### src/verilog/eagc_pkg.sv
// Purpose: shared constants and carriers for the E1 alarm generation control block
// Assumes: 40 MHz mclk, eight framer channels, APB register access
// Notes:   byte offsets are per channel; channel n sits at n * CH_STRIDE
package eagc_pkg;

  // ****************************************************************
  // sizes and timing
  // ****************************************************************
  localparam int          CHANNELS      = 8;
  localparam int          CLK_KHZ       = 40000;
  localparam int          CRC_LOSS_MS   = 8;
  localparam int          CRC_LOSS_CYC  = CRC_LOSS_MS * CLK_KHZ;
  localparam int          TMR_W         = 19;

  // ****************************************************************
  // register map
  // ****************************************************************
  localparam logic [15:0] CH_STRIDE     = 16'h1000;
  localparam logic [11:0] OFS_AGC       = 12'h108;
  localparam logic [11:0] OFS_ALIGN     = 12'h10C;
  localparam logic [11:0] OFS_IRQ_STS   = 12'h110;
  localparam logic [11:0] OFS_IRQ_MASK  = 12'h114;
  localparam logic [11:0] OFS_STATE     = 12'h118;
  localparam logic [7:0]  AGC_RESET     = 8'h00;
  localparam logic        ALIGN_RESET   = 1'b0;
  localparam logic [1:0]  IRQ_RESET     = 2'h0;

  // ****************************************************************
  // field positions
  // ****************************************************************
  localparam int          AGC_ALT_BIT   = 7;
  localparam int          AGC_CRIT_BIT  = 6;
  localparam int          AGC_YEL_HI    = 5;
  localparam int          AGC_YEL_LO    = 4;
  localparam int          ALIGN_SEL_BIT = 0;
  localparam int          EV_LOSS_BIT   = 0;
  localparam int          EV_SEARCH_BIT = 1;

  // ****************************************************************
  // frame positions; bits numbered 1..8 on the line, index 0 is bit 1
  // ****************************************************************
  localparam logic [4:0]  TS_FAS        = 5'h00;
  localparam logic [4:0]  TS_CAS        = 5'h10;
  localparam logic [2:0]  YEL_BIT_IDX   = 3'h2;
  localparam logic [2:0]  MFYEL_BIT_IDX = 3'h5;
  localparam logic [3:0]  MF_FRAME0     = 4'h0;

  // ****************************************************************
  // types
  // ****************************************************************
  typedef enum logic [1:0] {
    EAGC_YEL_OFF   = 2'b00,
    EAGC_YEL_AUTO  = 2'b01,
    EAGC_YEL_OFF2  = 2'b10,
    EAGC_YEL_FORCE = 2'b11
  } eagc_yel_mode_t;

  typedef struct packed {
    logic       valid;
    logic       data;
    logic       fas_frame;
    logic [4:0] ts;
    logic [2:0] bit_idx;
    logic [3:0] mf_frame;
  } eagc_tx_in_t;

  typedef struct packed {
    logic valid;
    logic data;
  } eagc_tx_out_t;

endpackage

### src/verilog/eagc_top.sv
// Purpose: per-channel E1 alarm generation control, frame loss criteria, test pattern
// Assumes: receive defect inputs and transmit bit stream run on mclk
// Notes:   registers over APB, one level interrupt output
//
// Functional notes
// - alignment algorithm select 0 picks search algorithm one, 1 picks algorithm two
// - pattern bit 7 set sends unframed repeating 1010 instead of traffic
// - criteria bit clear: frame loss on CRC multiframe loss or FAS loss
// - criteria bit set: frame loss on FAS loss; CRC loss over 8ms forces search
// - yellow field 00 or 10 sends no yellow and no multiframe yellow
// - yellow field 01: TS0 bit 3 of non-FAS frames high during frame loss
// - yellow field 01: TS16 bit 6 of frame 0 high during CAS multiframe loss
// - yellow field 11 forces both yellow indicators to one
`timescale 1ns/10ps

// ****************************************************************
// one channel: control copy, loss criteria, alarm insertion
// ****************************************************************
module eagc_chan #(
  parameter int unsigned CRC_LOSS_CYC = eagc_pkg::CRC_LOSS_CYC
) (
  // clock, reset, enable
  input  wire logic                  mclk,
  input  wire logic                  reset_n,
  input  wire logic                  clk_en,
  // register writes aimed at this channel
  input  wire logic                  wr_agc,
  input  wire logic                  wr_align,
  input  wire logic                  wr_sts,
  input  wire logic                  wr_mask,
  input  wire logic [31:0]           pwdata,
  // receive defects
  input  wire logic                  fas_lost,
  input  wire logic                  crc_mf_lost,
  input  wire logic                  cas_mf_lost,
  // transmit stream
  input  wire eagc_pkg::eagc_tx_in_t tx_in,
  output eagc_pkg::eagc_tx_out_t     tx_out,
  // register and receive state
  output logic [7:0]                 agc,
  output logic                       align,
  output logic [1:0]                 sts,
  output logic [1:0]                 mask,
  output logic                       frame_loss,
  output logic                       search_req,
  output logic                       irq_hit
);

  localparam int            TW      = eagc_pkg::TMR_W;
  localparam logic [TW-1:0] TMR_END = TW'(CRC_LOSS_CYC - 1);

  logic [7:0]             agc_r;
  logic                   align_r;
  logic [1:0]             sts_r;
  logic [1:0]             mask_r;
  logic                   fl_r;
  logic                   fl_prev_r;
  logic                   fs_r;
  logic [TW-1:0]          tmr_r;
  logic                   alt_r;
  eagc_pkg::eagc_tx_out_t txo_r;

  wire        crit     = agc_r[eagc_pkg::AGC_CRIT_BIT];
  wire        alt_en   = agc_r[eagc_pkg::AGC_ALT_BIT];
  wire  [1:0] yel_fld  = agc_r[eagc_pkg::AGC_YEL_HI:eagc_pkg::AGC_YEL_LO];
  wire        yel_auto = (yel_fld == eagc_pkg::EAGC_YEL_AUTO);
  wire        yel_frc  = (yel_fld == eagc_pkg::EAGC_YEL_FORCE);

  // loss declaration by criteria
  wire        fl_nxt   = crit ? fas_lost
                              : (fas_lost || crc_mf_lost);
  // timer restarts after each pulse, so a long loss repeats the search
  wire        tmr_run  = crit && crc_mf_lost;
  wire        tmr_end  = tmr_run && (tmr_r == TMR_END);

  // yellow insertion; 00 and 10 leave both indicators alone
  wire        yel_on   = yel_frc || (yel_auto && fl_r);
  wire        mfy_on   = yel_frc || (yel_auto && cas_mf_lost);
  wire        at_yel   = !tx_in.fas_frame && (tx_in.ts == eagc_pkg::TS_FAS)
                         && (tx_in.bit_idx == eagc_pkg::YEL_BIT_IDX);
  wire        at_mfy   = (tx_in.ts == eagc_pkg::TS_CAS)
                         && (tx_in.mf_frame == eagc_pkg::MF_FRAME0)
                         && (tx_in.bit_idx == eagc_pkg::MFYEL_BIT_IDX);
  wire        tx_bit   = alt_en ? alt_r :
                         ((at_yel && yel_on) || (at_mfy && mfy_on)) ? 1'b1 :
                         tx_in.data;

  // events: frame loss onset, forced search
  wire  [1:0] ev       = {fs_r, fl_r && !fl_prev_r};
  wire  [1:0] w1c      = wr_sts ? pwdata[1:0] : 2'h0;

  // control registers, one copy per channel
  always_ff @(posedge mclk or negedge reset_n) begin
    if (!reset_n) begin
      agc_r   <= eagc_pkg::AGC_RESET;
      align_r <= eagc_pkg::ALIGN_RESET;
      mask_r  <= eagc_pkg::IRQ_RESET;
    end else if (clk_en) begin
      if (wr_agc) begin
        agc_r <= pwdata[7:0];
      end
      if (wr_align) begin
        align_r <= pwdata[eagc_pkg::ALIGN_SEL_BIT];
      end
      if (wr_mask) begin
        mask_r <= pwdata[1:0];
      end
    end
  end

  // receive side state
  always_ff @(posedge mclk or negedge reset_n) begin
    if (!reset_n) begin
      fl_r      <= 1'b0;
      fl_prev_r <= 1'b0;
      fs_r      <= 1'b0;
      tmr_r     <= '0;
    end else if (clk_en) begin
      fl_r      <= fl_nxt;
      fl_prev_r <= fl_r;
      fs_r      <= tmr_end;
      tmr_r     <= (!tmr_run || tmr_end) ? '0 : tmr_r + 1'b1;
    end
  end

  // status: a new event beats a same-cycle clear
  always_ff @(posedge mclk or negedge reset_n) begin
    if (!reset_n) begin
      sts_r <= eagc_pkg::IRQ_RESET;
    end else if (clk_en) begin
      sts_r <= (sts_r & ~w1c) | ev;
    end
  end

  // transmit path; pattern restarts high when enabled
  always_ff @(posedge mclk or negedge reset_n) begin
    if (!reset_n) begin
      alt_r <= 1'b1;
      txo_r <= '0;
    end else if (clk_en) begin
      if (!alt_en) begin
        alt_r <= 1'b1;
      end else if (tx_in.valid) begin
        alt_r <= !alt_r;
      end
      txo_r.valid <= tx_in.valid;
      txo_r.data  <= tx_in.valid ? tx_bit : 1'b0;
    end
  end

  assign agc        = agc_r;
  assign align      = align_r;
  assign sts        = sts_r;
  assign mask       = mask_r;
  assign frame_loss = fl_r;
  assign search_req = fs_r;
  assign tx_out     = txo_r;
  assign irq_hit    = |(sts_r & mask_r);

endmodule

module eagc_top #(
  parameter int unsigned CRC_LOSS_CYC = eagc_pkg::CRC_LOSS_CYC
) (
  // clock, reset, enable
  input  wire logic                   mclk,
  input  wire logic                   reset_n,
  input  wire logic                   clk_en,
  // apb slave
  input  wire logic                   psel,
  input  wire logic                   penable,
  input  wire logic                   pwrite,
  input  wire logic [15:0]            paddr,
  input  wire logic [31:0]            pwdata,
  output logic                        pready,
  output logic [31:0]                 prdata,
  output logic                        pslverr,
  // receive defects per channel
  input  wire logic [7:0]             rx_fas_lost,
  input  wire logic [7:0]             rx_crc_mf_lost,
  input  wire logic [7:0]             rx_cas_mf_lost,
  // receive control per channel
  output logic [7:0]                  frame_loss_defect,
  output logic [7:0]                  frame_search_req,
  output logic [7:0]                  align_algo_sel,
  // transmit stream per channel
  input  wire eagc_pkg::eagc_tx_in_t  tx_in  [eagc_pkg::CHANNELS],
  output eagc_pkg::eagc_tx_out_t      tx_out [eagc_pkg::CHANNELS],
  // interrupt
  output logic                        irq
);

  localparam int NCH = eagc_pkg::CHANNELS;

  // ****************************************************************
  // apb decode
  // ****************************************************************
  logic [7:0]  agc_r      [NCH];
  logic [7:0]  align_r;
  logic [1:0]  sts_r      [NCH];
  logic [1:0]  mask_r     [NCH];
  logic        pready_r;
  logic [31:0] prdata_r;
  logic        pslverr_r;
  logic        irq_r;

  wire  [3:0]  ch_sel     = paddr[15:12];
  wire  [11:0] ofs        = paddr[11:0];
  wire  [2:0]  ch_idx     = ch_sel[2:0];
  wire         ch_ok      = (ch_sel < 4'(NCH));
  wire         hit_agc    = ch_ok && (ofs == eagc_pkg::OFS_AGC);
  wire         hit_align  = ch_ok && (ofs == eagc_pkg::OFS_ALIGN);
  wire         hit_sts    = ch_ok && (ofs == eagc_pkg::OFS_IRQ_STS);
  wire         hit_mask   = ch_ok && (ofs == eagc_pkg::OFS_IRQ_MASK);
  wire         hit_state  = ch_ok && (ofs == eagc_pkg::OFS_STATE);
  wire         hit_any    = hit_agc || hit_align || hit_sts || hit_mask || hit_state;
  wire         setup      = psel && !penable && !pready_r;
  wire         wr_take    = psel && penable && pready_r && pwrite && hit_any;

  wire  [3:0]  state_word = {rx_cas_mf_lost[ch_idx], rx_crc_mf_lost[ch_idx],
                             rx_fas_lost[ch_idx], frame_loss_defect[ch_idx]};

  wire  [31:0] rd_word    = hit_agc   ? {24'h000000, agc_r[ch_idx]} :
                            hit_align ? {31'h00000000, align_r[ch_idx]} :
                            hit_sts   ? {30'h00000000, sts_r[ch_idx]} :
                            hit_mask  ? {30'h00000000, mask_r[ch_idx]} :
                            hit_state ? {28'h0000000, state_word} :
                            32'h00000000;

  // answer one cycle after setup, so pready rises in the first access cycle
  always_ff @(posedge mclk or negedge reset_n) begin
    if (!reset_n) begin
      pready_r  <= 1'b0;
      prdata_r  <= 32'h00000000;
      pslverr_r <= 1'b0;
    end else if (clk_en) begin
      pready_r  <= setup;
      prdata_r  <= (setup && !pwrite) ? rd_word : 32'h00000000;
      pslverr_r <= setup && !hit_any;
    end
  end

  assign pready  = pready_r;
  assign prdata  = prdata_r;
  assign pslverr = pslverr_r;

  // ****************************************************************
  // per channel logic
  // ****************************************************************
  logic [7:0] fl_r;
  logic [7:0] fs_r;
  logic [7:0] irq_hit;

  genvar g;
  generate
    for (g = 0; g < NCH; g++) begin : g_ch
      wire wr_ch = wr_take && (ch_idx == 3'(g));

      eagc_chan #(
        .CRC_LOSS_CYC (CRC_LOSS_CYC)
      ) u_chan (
        .mclk         (mclk),
        .reset_n      (reset_n),
        .clk_en       (clk_en),
        .wr_agc       (wr_ch && hit_agc),
        .wr_align     (wr_ch && hit_align),
        .wr_sts       (wr_ch && hit_sts),
        .wr_mask      (wr_ch && hit_mask),
        .pwdata       (pwdata),
        .fas_lost     (rx_fas_lost[g]),
        .crc_mf_lost  (rx_crc_mf_lost[g]),
        .cas_mf_lost  (rx_cas_mf_lost[g]),
        .tx_in        (tx_in[g]),
        .tx_out       (tx_out[g]),
        .agc          (agc_r[g]),
        .align        (align_r[g]),
        .sts          (sts_r[g]),
        .mask         (mask_r[g]),
        .frame_loss   (fl_r[g]),
        .search_req   (fs_r[g]),
        .irq_hit      (irq_hit[g])
      );
    end
  endgenerate

  // ****************************************************************
  // outputs
  // ****************************************************************
  always_ff @(posedge mclk or negedge reset_n) begin
    if (!reset_n) begin
      irq_r <= 1'b0;
    end else if (clk_en) begin
      irq_r <= |irq_hit;
    end
  end

  // algorithm select itself is a register, so it leaves straight from flops
  assign align_algo_sel    = align_r;
  assign frame_loss_defect = fl_r;
  assign frame_search_req  = fs_r;
  assign irq               = irq_r;

endmodule
### config.mk
export PLATFORM = sky130hd
export DESIGN_NAME = eagc_top
export DESIGN_NICKNAME = d
export VERILOG_FILES = /design/src/verilog/eagc_pkg.sv /design/src/verilog/eagc_top.sv
export SDC_FILE = /design/constraint.sdc
export NUM_CORES = 1
export LEC_CHECK = 0
export ABC_CLOCK_PERIOD_IN_PS = 2200
export BUFFER_PORTS_ARGS = -buffer_cell sky130_fd_sc_hd__buf_2
export CORE_MARGIN = 2
export CORE_UTILIZATION = 52
export DETAILED_ROUTE_END_ITERATION = 8
export GPL_TIMING_DRIVEN = 1
export MAX_ROUTING_LAYER = met4
export PLACE_DENSITY = 0.89
export SYNTH_ARGS = -nofsm -noshare
export SYNTH_HDL_FRONTEND = slang
export SYNTH_SLANG_ARGS = --single-unit
### constraint.sdc
create_clock -name mclk -period 2.2 [get_ports mclk]
set_input_delay 0.11 -clock mclk [delete_from_list [all_inputs] [get_ports mclk]]
set_output_delay 0.11 -clock mclk [all_outputs]
set_load 0.02 [all_outputs]
==> out/results.txt <==
Status: complete, no violations
Die Y: 181 µm
Number of synthesized flops with an enable pin: 0
Fin Clk Skew: 0.0254 ns
Layout cells sized above 1: 26.7%
Synth top area cells: dfrtp_1, mux2_2, nor2_1
Seq/Total Area, Yosys: 48.2%
CTS H-Tree Depth: 2
Sw Share: 24.4%
Tightest Pin Transition: 0.699 ns
Avg Inst Size Synth: 10.3 µm²
Worst Path Required: 2.63 ns
Logic pwr share: 8.1%
First-pass GRT wire length: 79.4 mm
Initial Util: 53.1%
Fmax: 493 MHz
Vias in the first global route: 14,739
CP arrival: 2.45 ns
Grt total ovfl: 0
Routed Antenna Nets: 0
R2R Setup Slk: 0.17 ns
Row count: 64
CTS buffer count: 35
CTS tree: yes
Clk sinks: 315
Post-route DRC: 0
Ys Warns: 0
I/O Buffers: 224
Clk pwr share: 47.3%
Sw Pwr: 3.23 mW
Leak Pwr: 8.92 nW
DR vias: 14,420
Setup Slack @ Placement: 0.0661 ns
Routing usage on met2: 51.4%
Final Hold Fails: 0
1st-iter DRT viols: 1,339
Synthesized instance count: 1,595
Maximum clock path buffer count: 3
# fillers: 2,166
WHS: 0.00833 ns
Crit-path cells: ha_1 -> and4_1 -> and4_1 -> a41o_1 -> or2_2 -> o31ai_1
Die area: 32,900 µm²
Worst hold path class: in -> reg
Most numerous cell in the Yosys netlist: dfrtp_1
Total GRT Usage: 31.7%
Clock-pin transition on the worst setup and hold timing paths: 0.06 ns
Met3 usage: 6.94%
Area Growth Syn to Fin: 21.0%
Post-DP HPWL: 35.4 mm
RSZ-0062 raised after global routing: false
# Max-Cap Violations: 0
Final worst path period share: 92.2%
Final Critical Period: 2.03 ns
GR Util met1: 35.1%
Worst path max stage delay: 0.41 ns
TNS Setup: 0 ns
Largest net degree at the start of global routing: 84
Startpoint types: register
Crit Path Class: reg -> reg
CP Max Fanout: 6
Via density: 6.23
Seq pwr share: 44.6%
GPL Wtd Cong: 1.01
Ys async rst share: 100%
Post-route design area: 19,800 µm²
Net count reported at finish: 2,094
Core area: 30,800 µm²
Die Wd: 181 µm
Drt pass-1 iters: 5
Clock Root Buffer: clkbuf_16
Initial antenna violation count: 5
Worst slew margin: 53.4%
Post-Syn Area: 16,400 µm²
Setup bufs post-CTS: 0
Top cells by count, synth: dfrtp_1, nor2_1, nand2_1, o21ai_0
Worst setup EP type: register
Final wirelength: 50.7 mm
Avg WL per Cell: 21.9 µm
Post-route total power: 13.3 mW
Primary FF master, synth: dfrtp_1
Placed Area: 18,200 µm²
Worst skew pair latency: 0.54 ns
Flip-flop and latch count after synthesis: 315
Final WS setup: 0.172 ns
P_int: 10.0 mW
Finish-stage setup viols: 0
Delay-heaviest family, CP: simple AND/OR/NAND/NOR gates
Synth top area share: 46.9%
Max rail drop VDD: 0.000594 V
Top-Level Pins: 273
CP max stage cell: dfrtp_1
Max-slew violation count: 0
Most used routing layer: met2
Synth cell types: 66
CP most frequent cell: and4_1
Power Density: 670 nW/µm²
Synth area leader: dfrtp_1
Bufs and invs on worst path: 0
-- power by group through the flow --
| stage | Clock (mW) | Combinational [mW] | Sequential, mW |
|---|---|---|---|
| finish | 6.28 | 1.08 | 5.91 |
| global route | 6.55 | 1.15 | 5.92 |
| CTS | 6.29 | 1.06 | 5.91 |
| detailed placement | 0 | 0.994 | 6.01 |
| global placement | 0 | 0.972 | 6.01 |
| floorplan | 0 | 0.421 | 6.04 |
-- state kept, by name, indices dropped and copies added (netlist names) --
register,cells
g_ch.u_chan.fl_prev_r,8
g_ch.u_chan.tmr_r,152
g_ch.u_chan.sts,16
g_ch.u_chan.frame_loss,8
g_ch.u_chan.mask,16
prdata,8
pready,1
g_ch.u_chan.align,8
pslverr,1
g_ch.u_chan.tx_out,16
g_ch.u_chan.agc,64
irq,1
g_ch.u_chan.alt_r,8
g_ch.u_chan.search_req,8
-- routing by layer --
layer,part of all wire [%],vias up
li1,-,6269
met5,0,-
met3,8.3,277
met1,35,7032
met4,8.1,0
met2,48,842
-- cell families after synthesis --
family | Yosys count | synth area share (%)
xor gates and xnor gates | 104 | 5.56
buffers and inverters | 150 | 4.66
adders and majority gates | 8 | 0.612
and+or+nand+nor | 617 | 19.2
other | 1 | 0.0229
AOI/OAI and AO/OA | 249 | 9.72
DFF | 315 | 48.2
muxes | 151 | 12.0
-- repair_timing --
action / in CTS / in global routing
setup endpoints to repair: 0 / 43
hold buffers: 36 / 0
endpoints found under the hold margin: 160 / 0
resized for setup: 0 / 6
-- final timing paths --
check,depth (start not counted),startpoint,endpoint
worst max register to register,6,g_ch[5].u_chan.tmr_r[0],g_ch[5].u_chan.tmr_r[6]
max in group asynchronous,3,reset_n,g_ch[3].u_chan.tmr_r[16]
worst min register to register,1,g_ch[6].u_chan.fl_prev_r,g_ch[6].u_chan.sts[0]
worst min-delay path,3,clk_en,g_ch[1].u_chan.tmr_r[3]
min in group asynchronous,2,reset_n,g_ch[7].u_chan.tx_out[1]
worst max-delay path,6,g_ch[5].u_chan.tmr_r[0],g_ch[5].u_chan.tmr_r[6]
-- worst min-delay path, cell delays in order --
cell and delay [ns]:
buf_4 0.20, nand3_1 0.10, o21ai_0 0.07
-- stage by stage --
step / utilization (%) / std cells
4_1_cts: 64.1 / 2310
3_5_place_dp: 58.9 / 2211
3_3_place_gp: 58.9 / 2211
6_report: 64.2 / 2315
2_1_floorplan: - / 1618
5_1_grt: 64.2 / 2315
-- placed cells by master, fill, tap and decap left out, types with 11 or more instances in the layout --
master           n
o31ai_1         13
dfrtp_1        307
nor2_1         194
nor4_1          17
buf_2          222
o2111ai_1       16
o2bb2ai_1       21
nor4b_1         15
mux2i_1         30
conb_1          24
mux4_2          27
nand2_1        115
mux2_2          93
buf_4           70
nor2b_1         11
clkbuf_16       35
nand4_1         36
nand3_1         93
dlygate4sd3_1   36
inv_1           45
xnor2_1         40
a21oi_1         36
xor2_1          64
nor3_1          20
o21ai_0        113
and3_1          37
-- final cells by class --
class	instances	area, µm²	area share (%)
Antenna cell	5	12.5	0.0632
Clock buffer	51	1040	5.23
Clock inverter	12	204	1.03
Inverter	46	173	0.872
Multi-Input combinational cell	1153	7820	39.5
Sequential cell	315	7890	39.9
Tap cell	396	495	2.50
Timing Repair Buffer	337	2170	11.0
Note: power is estimated with default switching activity, not from simulation.
